==> config.mk <==
export PLATFORM = sky130hd
export DESIGN_NAME = lpw_ctrl
export DESIGN_NICKNAME = d
export VERILOG_FILES = /design/src/rtl/lpw_pkg.sv /design/src/rtl/lpw_if.sv /design/src/rtl/lpw_prio_sel.sv /design/src/rtl/lpw_ctrl.sv
export VERILOG_INCLUDE_DIRS = /design/src /design/src/rtl
export SDC_FILE = /design/constraint.sdc
export NUM_CORES = 1
export LEC_CHECK = 0
export BUFFER_PORTS_ARGS = -buffer_cell sky130_fd_sc_hd__buf_2
export CAP_MARGIN = 30
export CORE_AREA = 2 2 64 66
export DETAILED_ROUTE_END_ITERATION = 16
export DIE_AREA = 0 0 66 68
export GPL_TIMING_DRIVEN = 0
export PLACE_DENSITY = 0.73
export SYNTH_ARGS = -nofsm -noshare
export SYNTH_HDL_FRONTEND = slang
export SYNTH_SLANG_ARGS = --single-unit
==> constraint.sdc <==
create_clock -name sys_clk -period 1.8 [get_ports sys_clk]
set_input_delay 0.27 -clock sys_clk [delete_from_list [all_inputs] [get_ports sys_clk]]
set_output_delay 0.27 -clock sys_clk [all_outputs]
set_load 0.03 [all_outputs]
==> src/rtl/lpw_defines.svh <==
// Purpose: Constants for the low-power wake and restart controller
// Assumes: Core clock at 125 MHz
// Notes:   Counts and field positions only
`ifndef LPW_DEFINES_SVH
`define LPW_DEFINES_SVH

// ********************************************************
// Source vector layout
// ********************************************************
`define LPW_NUM_SRC        4
`define LPW_SRC_W          2
`define LPW_NO_SRC         2'h3

// ********************************************************
// Timing
// ********************************************************
`define LPW_OSC_START_CYC  2048
`define LPW_CNT_W          12

`endif

==> src/rtl/lpw_pkg.sv <==
// Purpose: Types for the low-power wake and restart controller
// Assumes: Nothing beyond the defines header
// Notes:   Context and state enumerations
package lpw_pkg;

    typedef enum logic [1:0] {
        CTX_MAIN,
        CTX_IRQ,
        CTX_NMI
    } lpw_ctx_e;

    typedef enum logic [2:0] {
        ST_RUN,
        ST_WAIT,
        ST_STOP,
        ST_OSC,
        ST_RESUME
    } lpw_state_e;

endpackage

==> src/rtl/lpw_if.sv <==
// Purpose: Wake-request bundle between selector and controller
// Assumes: Same clock on both ends
// Notes:   Carries the chosen normal source and qualifiers
`timescale 1ns/10ps
`default_nettype none
interface lpw_if;
    logic       anyReq;
    logic       anyStopReq;
    logic [1:0] topSrc;

    modport sel (output anyReq, output anyStopReq, output topSrc);
    modport ctl (input anyReq, input anyStopReq, input topSrc);
endinterface
`default_nettype wire

==> src/rtl/lpw_prio_sel.sv <==
// Purpose: Fixed-priority pick of enabled normal interrupt requests
// Assumes: Inputs already synchronous to sys_clk
// Notes:   Index 0 is highest priority
`include "lpw_defines.svh"
`timescale 1ns/10ps
`default_nettype none
module lpw_prio_sel (
    input  wire logic [`LPW_NUM_SRC-1:0] srcPend,
    input  wire logic [`LPW_NUM_SRC-1:0] srcEnable,
    input  wire logic [`LPW_NUM_SRC-1:0] srcStopWake,
    input  wire logic                    globalIntEnable,
    lpw_if.sel                           req
);
    logic [`LPW_NUM_SRC-1:0] active;
    logic [`LPW_NUM_SRC-1:0] higher;

    genvar g;
    generate
        for (g = 0; g < `LPW_NUM_SRC; g++) begin : gSrc
            assign active[g] = srcPend[g] & srcEnable[g] & globalIntEnable;
            if (g == 0) begin : gFirst
                assign higher[g] = 1'b0;
            end else begin : gRest
                assign higher[g] = higher[g-1] | active[g-1];
            end
        end
    endgenerate

    assign req.anyReq     = |active;
    assign req.anyStopReq = |(active & srcStopWake);

    always_comb begin
        req.topSrc = `LPW_NO_SRC;
        for (int i = `LPW_NUM_SRC - 1; i >= 0; i--) begin
            if (active[i] && !higher[i]) begin
                req.topSrc = i[1:0];
            end
        end
    end
endmodule
`default_nettype wire

==> src/rtl/lpw_ctrl.sv <==
// Purpose: Sequence exit from light wait and deep stop states
// Assumes: Core pulses sleep decode, handler entry and return
// Notes:   One clock domain, synchronous active-low reset
`include "lpw_defines.svh"
`timescale 1ns/10ps
`default_nettype none
module lpw_ctrl (
    input  wire logic                    sys_clk,
    input  wire logic                    resetn,
    input  wire logic                    sleepWait,
    input  wire logic                    sleepStop,
    input  wire logic                    handlerEnter,
    input  wire logic                    handlerNmi,
    input  wire logic                    handlerReturn,
    input  wire logic [`LPW_NUM_SRC-1:0] srcPend,
    input  wire logic [`LPW_NUM_SRC-1:0] srcEnable,
    input  wire logic [`LPW_NUM_SRC-1:0] srcStopWake,
    input  wire logic                    global_interrupt_enable,
    input  wire logic                    nmiPin,
    input  wire logic                    watchdogActive,
    input  wire logic                    external_stop_option,
    output logic                         coreHalt_q,
    output logic                         oscOff_q,
    output logic                         watchdogFreeze_q,
    output logic                         sleepSkip_q,
    output logic                         resumeNext_q,
    output logic                         takeNmi_q,
    output logic                         takeIrq_q,
    output logic [1:0]                   irqVector_q,
    output logic [1:0]                   sleepCtx_q
);
    // ********************************************************
    // Pin synchronisers
    // ********************************************************
    logic nmiMeta_q, nmiSync_q, nmiSyncD_q;
    always_ff @(posedge sys_clk) begin
        if (!resetn) begin
            nmiMeta_q  <= 1'b1;
            nmiSync_q  <= 1'b1;
            nmiSyncD_q <= 1'b1;
        end else begin
            nmiMeta_q  <= nmiPin;
            nmiSync_q  <= nmiMeta_q;
            nmiSyncD_q <= nmiSync_q;
        end
    end
    // Falling edge on the pin raises a latched request
    logic nmiFall;
    assign nmiFall = nmiSyncD_q & ~nmiSync_q;

    // ********************************************************
    // Request selection
    // ********************************************************
    lpw_if req ();
    lpw_prio_sel uSel (
        .srcPend         (srcPend),
        .srcEnable       (srcEnable),
        .srcStopWake     (srcStopWake),
        .globalIntEnable (global_interrupt_enable),
        .req             (req)
    );

    // ********************************************************
    // Context tracking
    // ********************************************************
    lpw_pkg::lpw_ctx_e   ctx_q;
    lpw_pkg::lpw_ctx_e   outerCtx_q;
    lpw_pkg::lpw_state_e state_q;
    logic                nmiLatch_q;
    logic                resumeNmi_q;
    logic                nmiWake;
    logic                normWake;
    logic                sleepAny;

    assign sleepAny = sleepWait | sleepStop;
    // NMI wakes only with global enable
    assign nmiWake  = (nmiLatch_q | nmiFall) & global_interrupt_enable;
    assign normWake = (state_q == lpw_pkg::ST_STOP) ? req.anyStopReq
                                                    : req.anyReq;

    // NMI latch: new edge wins over the core's clear
    always_ff @(posedge sys_clk) begin
        if (!resetn) begin
            nmiLatch_q <= 1'b0;
        end else if (nmiFall) begin
            nmiLatch_q <= 1'b1;
        end else if (takeNmi_q) begin
            nmiLatch_q <= 1'b0;
        end
    end

    always_ff @(posedge sys_clk) begin
        if (!resetn) begin
            ctx_q      <= lpw_pkg::CTX_MAIN;
            outerCtx_q <= lpw_pkg::CTX_MAIN;
        end else if (handlerEnter) begin
            outerCtx_q <= ctx_q;
            ctx_q      <= handlerNmi ? lpw_pkg::CTX_NMI : lpw_pkg::CTX_IRQ;
        end else if (handlerReturn) begin
            ctx_q      <= (ctx_q == lpw_pkg::CTX_NMI) ? outerCtx_q
                                                      : lpw_pkg::CTX_MAIN;
            outerCtx_q <= lpw_pkg::CTX_MAIN;
        end
    end

    // ********************************************************
    // Sleep state machine
    // ********************************************************
    logic [`LPW_CNT_W-1:0] oscCnt_q;
    logic                  wakeNmiFirst_q;
    logic                  stopAllowed;
    assign stopAllowed = ~watchdogActive
                       | (external_stop_option & nmiSync_q);

    always_ff @(posedge sys_clk) begin
        if (!resetn) begin
            state_q          <= lpw_pkg::ST_RUN;
            sleepCtx_q       <= 2'h0;
            coreHalt_q       <= 1'b0;
            oscOff_q         <= 1'b0;
            watchdogFreeze_q <= 1'b0;
            sleepSkip_q      <= 1'b0;
            oscCnt_q         <= '0;
            wakeNmiFirst_q   <= 1'b0;
        end else begin
            sleepSkip_q <= 1'b0;
            case (state_q)
                lpw_pkg::ST_RUN: begin
                    if (sleepAny && (req.anyReq || nmiLatch_q)) begin
                        sleepSkip_q <= 1'b1;
                    end else if (sleepAny) begin
                        sleepCtx_q <= ctx_q;
                        coreHalt_q <= 1'b1;
                        if (sleepStop && stopAllowed) begin
                            state_q          <= lpw_pkg::ST_STOP;
                            oscOff_q         <= 1'b1;
                            watchdogFreeze_q <= watchdogActive;
                        end else begin
                            state_q <= lpw_pkg::ST_WAIT;
                        end
                    end
                end
                lpw_pkg::ST_WAIT: begin
                    if (nmiWake || normWake) begin
                        wakeNmiFirst_q <= nmiWake;
                        state_q        <= lpw_pkg::ST_RESUME;
                    end
                end
                lpw_pkg::ST_STOP: begin
                    if (nmiWake || normWake) begin
                        wakeNmiFirst_q <= nmiWake;
                        oscOff_q       <= 1'b0;
                        oscCnt_q       <= `LPW_CNT_W'(`LPW_OSC_START_CYC - 1);
                        state_q        <= lpw_pkg::ST_OSC;
                    end
                end
                lpw_pkg::ST_OSC: begin
                    if (oscCnt_q == '0) begin
                        state_q <= lpw_pkg::ST_RESUME;
                    end else begin
                        oscCnt_q <= oscCnt_q - 1'b1;
                    end
                end
                default: begin
                    coreHalt_q       <= 1'b0;
                    watchdogFreeze_q <= 1'b0;
                    state_q          <= lpw_pkg::ST_RUN;
                end
            endcase
        end
    end

    // ********************************************************
    // Restart dispatch
    // ********************************************************
    // Each take and resume output is a one-cycle order to the core on leaving sleep,
    // plus later orders when an IRQ handler returns with requests left or the NMI handler run first returns.
    logic resumeDone;
    assign resumeDone = (state_q == lpw_pkg::ST_RESUME);

    always_ff @(posedge sys_clk) begin
        if (!resetn) begin
            resumeNext_q <= 1'b0;
            takeNmi_q    <= 1'b0;
            takeIrq_q    <= 1'b0;
            irqVector_q  <= 2'h0;
            resumeNmi_q  <= 1'b0;
        end else begin
            resumeNext_q <= 1'b0;
            takeNmi_q    <= 1'b0;
            takeIrq_q    <= 1'b0;
            if (resumeDone) begin
                case (sleepCtx_q)
                    lpw_pkg::CTX_NMI: begin
                        resumeNext_q <= 1'b1;
                    end
                    lpw_pkg::CTX_IRQ: begin
                        if (wakeNmiFirst_q) begin
                            takeNmi_q   <= 1'b1;
                            resumeNmi_q <= 1'b1;
                        end else begin
                            resumeNext_q <= 1'b1;
                        end
                    end
                    default: begin
                        if (wakeNmiFirst_q) begin
                            takeNmi_q <= 1'b1;
                        end else begin
                            takeIrq_q   <= 1'b1;
                            irqVector_q <= req.topSrc;
                        end
                    end
                endcase
            end else if (handlerReturn && resumeNmi_q) begin
                resumeNmi_q  <= 1'b0;
                resumeNext_q <= 1'b1;
            end else if (handlerReturn && ctx_q == lpw_pkg::CTX_IRQ
                         && req.anyReq) begin
                takeIrq_q   <= 1'b1;
                irqVector_q <= req.topSrc;
            end
        end
    end

    // ********************************************************
    // Checks
    // ********************************************************
    logic stopHoldOk;
    assign stopHoldOk = (state_q != lpw_pkg::ST_OSC) || coreHalt_q;

    // Counts cycles spent in start-up, independent of the down counter
    logic [`LPW_CNT_W-1:0] oscStay_q;
    always_ff @(posedge sys_clk) begin
        if (!resetn || state_q != lpw_pkg::ST_OSC) begin
            oscStay_q <= '0;
        end else begin
            oscStay_q <= oscStay_q + 1'b1;
        end
    end

    skip_no_halt_a: assert property (@(posedge sys_clk) disable iff (!resetn)
        sleepSkip_q |-> !$rose(coreHalt_q))
        else $error("sleep entered while request pending");

    osc_delay_a: assert property (@(posedge sys_clk) disable iff (!resetn)
        $rose(state_q == lpw_pkg::ST_OSC)
        |-> (state_q == lpw_pkg::ST_OSC) [*8])
        else $error("oscillator delay cut short");

    osc_len_a: assert property (@(posedge sys_clk) disable iff (!resetn)
        (state_q == lpw_pkg::ST_OSC ##1 state_q == lpw_pkg::ST_RESUME)
        |-> $past(oscStay_q) == `LPW_CNT_W'(`LPW_OSC_START_CYC - 1))
        else $error("oscillator delay not 2048 cycles");

    ctx_hold_a: assert property (@(posedge sys_clk) disable iff (!resetn)
        (coreHalt_q && $past(coreHalt_q)) |-> $stable(sleepCtx_q))
        else $error("sleep context changed during sleep");

    nmi_ctx_a: assert property (@(posedge sys_clk) disable iff (!resetn)
        (resumeDone && sleepCtx_q == lpw_pkg::CTX_NMI)
        |=> resumeNext_q && !takeIrq_q && !takeNmi_q)
        else $error("nmi context resume wrong");

    main_irq_a: assert property (@(posedge sys_clk) disable iff (!resetn)
        (resumeDone && sleepCtx_q == lpw_pkg::CTX_MAIN && !wakeNmiFirst_q)
        |=> takeIrq_q && !resumeNext_q)
        else $error("main context wake not serviced");

    irq_resume_a: assert property (@(posedge sys_clk) disable iff (!resetn)
        (resumeDone && sleepCtx_q == lpw_pkg::CTX_IRQ && !wakeNmiFirst_q)
        |=> resumeNext_q && !takeIrq_q)
        else $error("irq context not resumed");

    irq_nmi_a: assert property (@(posedge sys_clk) disable iff (!resetn)
        (resumeDone && sleepCtx_q == lpw_pkg::CTX_IRQ && wakeNmiFirst_q)
        |=> takeNmi_q && resumeNmi_q)
        else $error("nmi not run first in irq context");

    nmi_gen_a: assert property (@(posedge sys_clk) disable iff (!resetn)
        (state_q == lpw_pkg::ST_WAIT && !global_interrupt_enable)
        |=> state_q != lpw_pkg::ST_RESUME)
        else $error("woke with global enable clear");

    stop_wake_a: assert property (@(posedge sys_clk) disable iff (!resetn)
        (state_q == lpw_pkg::ST_STOP && !req.anyStopReq && !nmiWake)
        |=> state_q == lpw_pkg::ST_STOP)
        else $error("stop left without stop-capable source");

    wdg_stop_a: assert property (@(posedge sys_clk) disable iff (!resetn)
        (state_q == lpw_pkg::ST_RUN && sleepStop && !sleepSkip_q
         && watchdogActive && !external_stop_option && !req.anyReq
         && !nmiLatch_q)
        |=> state_q != lpw_pkg::ST_STOP)
        else $error("stop entered with watchdog active");

    halt_osc_a: assert property (@(posedge sys_clk) disable iff (!resetn)
        stopHoldOk)
        else $error("core released during start-up");

    ret_prio_a: assert property (@(posedge sys_clk) disable iff (!resetn)
        (handlerReturn && !resumeDone && !resumeNmi_q
         && ctx_q == lpw_pkg::CTX_IRQ && req.anyReq)
        |=> takeIrq_q && irqVector_q == $past(req.topSrc))
        else $error("pending irq not dispatched by priority");

    wait_c: cover property (@(posedge sys_clk) disable iff (!resetn)
        state_q == lpw_pkg::ST_WAIT ##[1:20] resumeDone);
    stop_c: cover property (@(posedge sys_clk) disable iff (!resetn)
        state_q == lpw_pkg::ST_OSC ##1 resumeDone);
    skip_c: cover property (@(posedge sys_clk) disable iff (!resetn)
        sleepSkip_q);
    nmi_first_c: cover property (@(posedge sys_clk) disable iff (!resetn)
        takeNmi_q && resumeNmi_q);
endmodule
`default_nettype wire

==> impl_metrics.toml, run 1 <==
[run_status]
status = "finished, final reports clean"

[global_routing]
grt_start_max_net_pins = 11
grt_first_pass_wirelength_um = 6510
grt-ovfl-total = 0
track_usage = 0.190
grt_pass1_vias = 1483
grt_antenna_before_repair = 0

[clocking]
cts_tree = "done"
cts.sinks = 36
cts_buffers = 5
h-tree-depth = 2
cts.clk_slew.worst_paths_ns = 0.08
postCtsHoldBufs = 0
cts_root_buffer = "clkbuf_8"
clock_latency_ns = 0.29
clock_path_buffers = 2

[synthesis]
synthArstFlopShare = 0
postSynthAreaPerCell_um2 = 8.82
synthXorXnorAreaFrac = 0.0436
synth_top_family_by_area = "simple AND/OR/NAND/NOR gates"
synth-simple-area-share = 0.264
ys_ff_latch = 36
synth.distinct_cells = 54
synth-adder-area-share = 0.0277
synth_area_um2 = 1810
synth_nets = 232
synth-warning-count = 0
synth_flop_cell = "dfxtp_1"
synth-edff-count = 0
ys_seq_area_frac = 0.399
synth_compound_area_frac = 0.215
synth.area.mux_share = 0
syn_inst = 205

[worst_setup_path]
r2r_start = "oscCnt_q[0]"
cp-start-kind = "register"
endpoint_kind = "register"
crit_chain = "inv_2 -> ha_4 -> nor2b_4 -> a41oi_4 -> nand3_2 -> or4_1 -> a31oi_1"
worst-path-max-fanout = 4
critPathLaunch = "oscCnt_q[0]"
slowest_delay_ns = 0.48
r2r_setup_slack_ns = 0.03
critPathSlowestCell = "or4_1"
crit_arrival_ns = 1.99
r2r-end = "oscCnt_q[7]"
crit_required_ns = 2.02
worst-setup-path-type = "register to register"
rr_worst_depth = 7

[routing]
wirelength_um = 4080
ant_nets = 0
drt_iter0_drc = 132
wl_per_cell_um = 13.7
first_pass_iters = 6
vias = 1642
drc = 0
viasPerCell = 5.51

[floorplan]
num_rows = 23
io_pins = 34
die_x_um = 66
start_util = 0.469
chipHeight_um = 68
dieArea_um2 = 4490
core_area_um2 = 3860

[sta]
rsz0062_at_grt = "yes"
timing.fmax_mhz = 565
min_period_ns = 1.77
min_period_over_period = 0.982
fin_worst_skew_ns = 0.0107
slew_viol_final = 0
final-setup-viol-count = 0
worstMarginPinSlew_ns = 0.669
slew_headroom = 0.550
hold_viol_final = 0

[finish]
drive_gt1_frac = 0.262
fillCellCount = 375
multiInputGateArea_um2 = 1030
design_area_um2 = 2190
fin_nets = 275
synthToLayoutAreaGrowth_pct = 21.0
regArea_um2 = 724
diodes = 0

[power_and_ir_drop]
p_per_area_nw_per_um2 = 834
p_leak_nw = 0.879
max-vdd-ir-drop_uv = 482
power_mw = 1.83

[place]
dp_hpwl_um = 2790
placed_area_um2 = 2030
io_buffers = 31
gp_congestion = 0.859

[job]
max_cap_violations = 0

[hold_path]
hold_path_end = "nmiMeta_q"
min-delay-start = "nmiPin"
min_path_type = "input pin to register"
min_path_cells = 2
[routing by layer]
layer	vias to the layer above	part of all wire	GRT usage
met2	31	0.49	0.321
met4	0	0.015	0.0765
met5	-	0	0
li1	827	-	-
met3	9	0.041	0.0592
met1	775	0.45	0.226
[cell families (layout without fill, tap and decap cells)]
| family | count (synthesis) | in the layout |
|---|---|---|
| compound gates | 54 | 54 |
| xor+xnor | 9 | 9 |
| fa+ha+maj | 4 | 4 |
| buf+inv | 21 | 64 |
| flops | 36 | 36 |
| simple gates | 81 | 81 |
[final cells by class]
class                   count  area share
plain buffers               9      0.0217
inverters                  11      0.0189
clock inverters             1     0.00229
multi-input cells         148       0.473
clock buffers               6      0.0332
well taps                  50      0.0286
flip-flops and latches     36       0.331
repair buffers             37      0.0915
[flip-flops by register name, indices dropped and copies added, names as in the netlist]
signal,flops
takeNmi_q,1
sleepSkip_q,1
wakeNmiFirst_q,1
nmiMeta_q,1
state_q,3
resumeNext_q,1
nmiSync_q,1
resumeNmi_q,1
takeIrq_q,1
coreHalt_q,1
irqVector_q,2
sleepCtx_q,2
nmiSyncD_q,1
ctx_q,2
watchdogFreeze_q,1
oscOff_q,1
oscCnt_q,12
nmiLatch_q,1
outerCtx_q,2
[what timing repair did]
item                                    in CTS  in global routing
resized for setup                            1                 13
endpoints found under the setup margin       5                 14
buffers inserted                             1                  5
pin swaps                                    2                 10
[cell usage after synthesis, types with 4 or more instances]
library cell,instances,area share
clkbuf_1,6,0.012
nor2_1,22,0.046
dfxtp_1,36,0.40
nand2_1,13,0.027
inv_1,10,0.021
a21oi_1,21,0.058
o21ai_0,7,0.019
nand4_1,8,0.028
ha_1,4,0.028
nand2b_1,4,0.014
nor3_1,7,0.019
xor2_1,8,0.039
[worst max-delay path by stage]
stage | end
final | oscCnt_q[7]
after floorplan | oscCnt_q[7]
after detailed placement | oscCnt_q[7]
after global placement | oscCnt_q[7]
after CTS | oscCnt_q[7]
after global routing | oscCnt_q[7]
[cell usage in the layout, fill, tap and decap left out, types with 4 or more instances in the layout]
master    synthesis  layout
dfxtp_1          36      33
clkbuf_8          0       5
nor2_1           22      22
nand2_1          13      13
buf_4             1       7
a21oi_1          21      21
nor3_1            7       7
clkbuf_1          6       6
xor2_1            8       8
inv_1            10       8
nand2b_1          4       4
nand4_1           8       8
o21ai_0           7       6
buf_2             2      32
[critical path: cells and delay by family, from the launching register on]
kind                       cells  cell delay [ns]
and+or+nand+nor                3             0.73
DFF                            1             0.36
buffers and inverters          1             0.06
AOI/OAI and AO/OA              2             0.41
adders and majority gates      1             0.15
[metrics by stage]
step | hold WS (ns) | util | TNS (ns) | worst slack [ns] | cells
6_report | 0.171 | 0.567 | 0 | 0.0315 | 298
5_1_grt | 0.165 | 0.567 | -0.161 | -0.0883 | 298
4_1_cts | 0.167 | 0.548 | 0 | 0.0362 | 294
3_5_place_dp | 0.392 | 0.525 | -0.157 | -0.0794 | 286
3_3_place_gp | 0.389 | 0.525 | -0.0553 | -0.0496 | 286
2_1_floorplan | 0.371 | - | 0 | 0.0668 | 205
[power breakdown]
| part | total, mW | switching (mW) | internal (mW) | leakage [nW] |
|---|---|---|---|---|
| registers | 0.879 | 0.0356 | 0.843 | 0.294 |
| logic | 0.412 | 0.247 | 0.165 | 0.543 |
| clock network | 0.534 | 0.271 | 0.263 | 0.0410 |
Power figures use the tool's default switching activity.
==> run 2: changes to the inputs <==
CORE_AREA = 2 2 63 65   (was 2 2 64 66)
DIE_AREA = 0 0 65 67   (was 0 0 66 68)
PLACE_DENSITY = 0.72   (was 0.73)
clock period = 2.18 ns   (was 1.8 ns; I/O delays follow)
==> impl_metrics.toml, run 2 (synthesis gave the netlist of run 1 again) <==
[floorplan]
core_area_um2 = 3610
num_rows = 22
die_x_um = 65
dieArea_um2 = 4360
start_util = 0.501
chipHeight_um = 67
io_pins = 34

[hold_path]
min_path_type = "input pin to register"

[sta]
min_period_over_period = 0.860
finalSetupTns_ns = 0
final-setup-viol-count = 0
min_period_ns = 1.88
rsz0062_at_grt = "no"
fin_worst_skew_ns = 0.00670
slew_viol_final = 0
slew_headroom = 0.618
worstMarginPinSlew_ns = 0.568
timing.fmax_mhz = 533
hold_viol_final = 0

[finish]
fin_util = 0.586
synthToLayoutAreaGrowth_pct = 16.9
regMostFlops = "oscCnt_q"
reg.largest.list = "oscCnt_q: 12 flops, state_q: 3 flops"
fillCellCount = 336
most-common-layout-cells = "dfxtp_1, buf_2, nor2_1, a21oi_1, nand2_1"
diodes = 0
final_common_cell = "dfxtp_1"
fin_nets = 270
drive_gt1_frac = 0.213
largest_reg_flops = 12
design_area_um2 = 2110

[worst_setup_path]
slowest_delay_ns = 0.43
cp_num_buf_inv = 1
worst-path-max-fanout = 5
endpoint_kind = "register"
worst-setup-path-type = "register to register"
cp_top_family = "simple AND/OR/NAND/NOR gates"
crit_required_ns = 2.40
crit_arrival_ns = 2.10
crit_chain = "inv_1 -> ha_1 -> nor2b_1 -> a41oi_4 -> nand3_2 -> or4_1 -> a31oi_1"
cp-start-kind = "register"
critPathSlowestCell = "or4_1"

[global_routing]
grt_antenna_before_repair = 0
use_met2 = 0.320
grt_pass1_vias = 1445
grt_start_max_net_pins = 11
grt_use_met1 = 0.264
busiest_layer = "met2"
grt-ovfl-total = 0
track_usage = 0.201
grt_first_pass_wirelength_um = 6650
grt_use_met3 = 0.0439

[place]
gp_congestion = 0.842
placed_area_um2 = 2020
dp_hpwl_um = 2670
io_buffers = 31

[clocking]
cts_tree = "done"
cts_root_buffer = "clkbuf_8"
clock_latency_ns = 0.29
cts.sinks = 36
cts.clk_slew.worst_paths_ns = 0.07
postCtsHoldBufs = 0
cts_buffers = 5
cts_resized = 0
clock_path_buffers = 2
cts_setup_buffers = 0
h-tree-depth = 2

[routing]
wirelength_um = 3780
viasPerCell = 5.38
drt_iter0_drc = 68
vias = 1572
ant_nets = 0
first_pass_iters = 4
wl_per_cell_um = 13.0
drc = 0

[job]
max_cap_violations = 0

[power_and_ir_drop]
power_mw = 1.53
p_leak_nw = 0.842
max-vdd-ir-drop_uv = 370
p_per_area_nw_per_um2 = 724

[run_status]
status = "finished, final reports clean"
==> run 2: cell types whose count changed in the layout (fill, tap and decap cells not counted), moves of 2 or more <==
cell,before,now
dfxtp_2,3,0
inv_2,2,0
buf_4,7,1
inv_1,8,10
clkbuf_1,6,8
dfxtp_1,33,36
==> run 2: worst register-to-register path: cells and delay by family (launching register included) <==
kind / cells / cell delay, ns
buf+inv: 1 / 0.08
compound gates: 2 / 0.44
simple gates: 3 / 0.74
flops: 1 / 0.38
fa+ha+maj: 1 / 0.19
==> run 2: final timing paths <==
| path | startpoint | to | slack (ns) | depth (start not counted) |
|---|---|---|---|---|
| hold reg to reg | nmiMeta_q | nmiSync_q | 0.42 | 1 |
| setup reg to reg | oscCnt_q[0] | oscCnt_q[7] | 0.30 | 7 |
| hold / removal | nmiPin | nmiMeta_q | 0.22 | 2 |
| setup / recovery | oscCnt_q[0] | oscCnt_q[7] | 0.30 | 7 |
==> run 2: per-stage QoR <==
step           hold WS (ns)  setup slack, ns  cells
3_5_place_dp          0.403            0.308    284
4_1_cts               0.211            0.292    292
6_report              0.219            0.305    292
3_3_place_gp          0.394            0.313    284
5_1_grt               0.226            0.170    292
2_1_floorplan         0.386            0.447    205
==> run 2: power breakdown <==
group          internal, mW  switching, mW
sequential            0.696         0.0283
combinational         0.124          0.194
clock                 0.258          0.231
==> run 2: cell type report <==
class                   instances  area [µm²]  share of cell area
repair buffers                 31         155              0.0734
multi-input cells             148         995               0.471
flip-flops and latches         36         721               0.341
inverters                      11        41.3              0.0195
clock buffers                   8        90.1              0.0426
plain buffers                  10        51.3              0.0243
well taps                      48        60.1              0.0284
==> run 2: layer usage <==
metal  routed length [µm]  vias to the layer above
li1                     -                      820
met1                 1870                      722
met2                 1700                       22
met3                  150                        8
met4                   63                        0
met5                    0                        -
==> run 3: changes to the inputs <==
CTS_BUF_LIST = sky130_fd_sc_hd__clkbuf_16   (was not set)
==> impl_metrics.toml, run 3 (synthesis gave the netlist of run 1 again) <==
[clocking]
cts_buffers = 5
h-tree-depth = 2
clock_path_buffers = 2
cts_resized = 0
cts.sinks = 36
cts_setup_buffers = 0
postCtsHoldBufs = 0
cts_root_buffer = "clkbuf_16"
clock_latency_ns = 0.28
cts.clk_slew.worst_paths_ns = 0.05
cts_tree = "done"

[sta]
min_period_ns = 1.87
finalSetupTns_ns = 0
fin_worst_skew_ns = 0.00398
rsz0062_at_grt = "no"
hold_viol_final = 0
final-setup-viol-count = 0
timing.fmax_mhz = 535
slew_headroom = 0.620
min_period_over_period = 0.857
worstMarginPinSlew_ns = 0.565
slew_viol_final = 0

[routing]
drt_iter0_drc = 56
first_pass_iters = 4
wl_per_cell_um = 12.7
wirelength_um = 3700
ant_nets = 0
vias = 1553
viasPerCell = 5.32
drc = 0

[floorplan]
chipHeight_um = 67
num_rows = 22
die_x_um = 65
dieArea_um2 = 4360
core_area_um2 = 3610
io_pins = 34
start_util = 0.501

[job]
max_cap_violations = 0

[power_and_ir_drop]
p_per_area_nw_per_um2 = 788
max-vdd-ir-drop_uv = 439
p_leak_nw = 0.871

[place]
gp_congestion = 0.842
dp_hpwl_um = 2670
io_buffers = 31

[worst_setup_path]
cp-start-kind = "register"
worst-setup-path-type = "register to register"
crit_arrival_ns = 2.07
worst-path-max-fanout = 5
crit_required_ns = 2.38
endpoint_kind = "register"

[global_routing]
track_usage = 0.198
grt_start_max_net_pins = 11
grt_pass1_vias = 1439
grt-ovfl-total = 0
grt_first_pass_wirelength_um = 6580
grt_antenna_before_repair = 0

[finish]
fillCellCount = 331
drive_gt1_frac = 0.209
largest_reg_flops = 12
synthToLayoutAreaGrowth_pct = 19.4
fin_util = 0.599
diodes = 0
final_common_cell = "dfxtp_1"
most-common-layout-cells = "dfxtp_1, buf_2, nor2_1, a21oi_1, nand2_1"
regMostFlops = "oscCnt_q"
fin_nets = 270
reg.largest.list = "oscCnt_q: 12 flops, state_q: 3 flops"

[run_status]
status = "finished, final reports clean"

[hold_path]
min_path_type = "input pin to register"
run 3: stage by stage:
step                instances  hold slack, ns  area (µm²)  worst slack, ns  power [mW]
floorplan                 205           0.386        1810            0.447       0.968
CTS                       292           0.224        2160            0.296        1.72
detailed placement        284           0.403        2020            0.308        1.05
global placement          284           0.394        2020            0.313        1.05
finish                    292           0.231        2160            0.312        1.70
global route              292           0.240        2160            0.174        1.79
run 3: report_power, final:
| group | total, mW | switching (mW) | internal [mW] |
|---|---|---|---|
| Combinational | 0.315 | 0.192 | 0.124 |
| Clock | 0.660 | 0.250 | 0.410 |
| Sequential | 0.725 | 0.0281 | 0.697 |
run 3: final cells by class:
| cell class | instances | area, µm² | area share |
|---|---|---|---|
| Tap cell | 48 | 60.1 | 0.0278 |
| Timing Repair Buffer | 31 | 155 | 0.0718 |
| Clock buffer | 5 | 125 | 0.0579 |
| Multi-Input combinational cell | 148 | 995 | 0.461 |
| Clock inverter | 3 | 11.3 | 0.00521 |
| Sequential cell | 36 | 721 | 0.334 |
| Inverter | 11 | 41.3 | 0.0191 |
| Buffer | 10 | 51.3 | 0.0238 |
run 3: final timing paths:
path               startpoint          end  slack, ns  depth (start not counted)
setup / recovery  oscCnt_q[0]  oscCnt_q[7]       0.31                          7
hold / removal         nmiPin    nmiMeta_q       0.23                          2
setup reg to reg  oscCnt_q[0]  oscCnt_q[7]       0.31                          7
hold reg to reg     nmiMeta_q    nmiSync_q       0.42                          1
run 3: worst max-delay path: stages, from the launching register on:
cell and delay (ns):
dfxtp_1 0.37, inv_1 0.08, ha_1 0.19, nor2b_1 0.15
a41oi_4 0.28, nand3_2 0.16, or4_1 0.43, a31oi_1 0.16
run 3: routing by layer:
layer	share of wire	GRT usage	wire length, µm	up-vias
met5	0	0	0	-
met1	0.50	0.257	1840	708
met3	0.037	0.0591	137	5
met4	0.0087	0.0559	32	0
li1	-	-	-	819
met2	0.46	0.318	1690	21
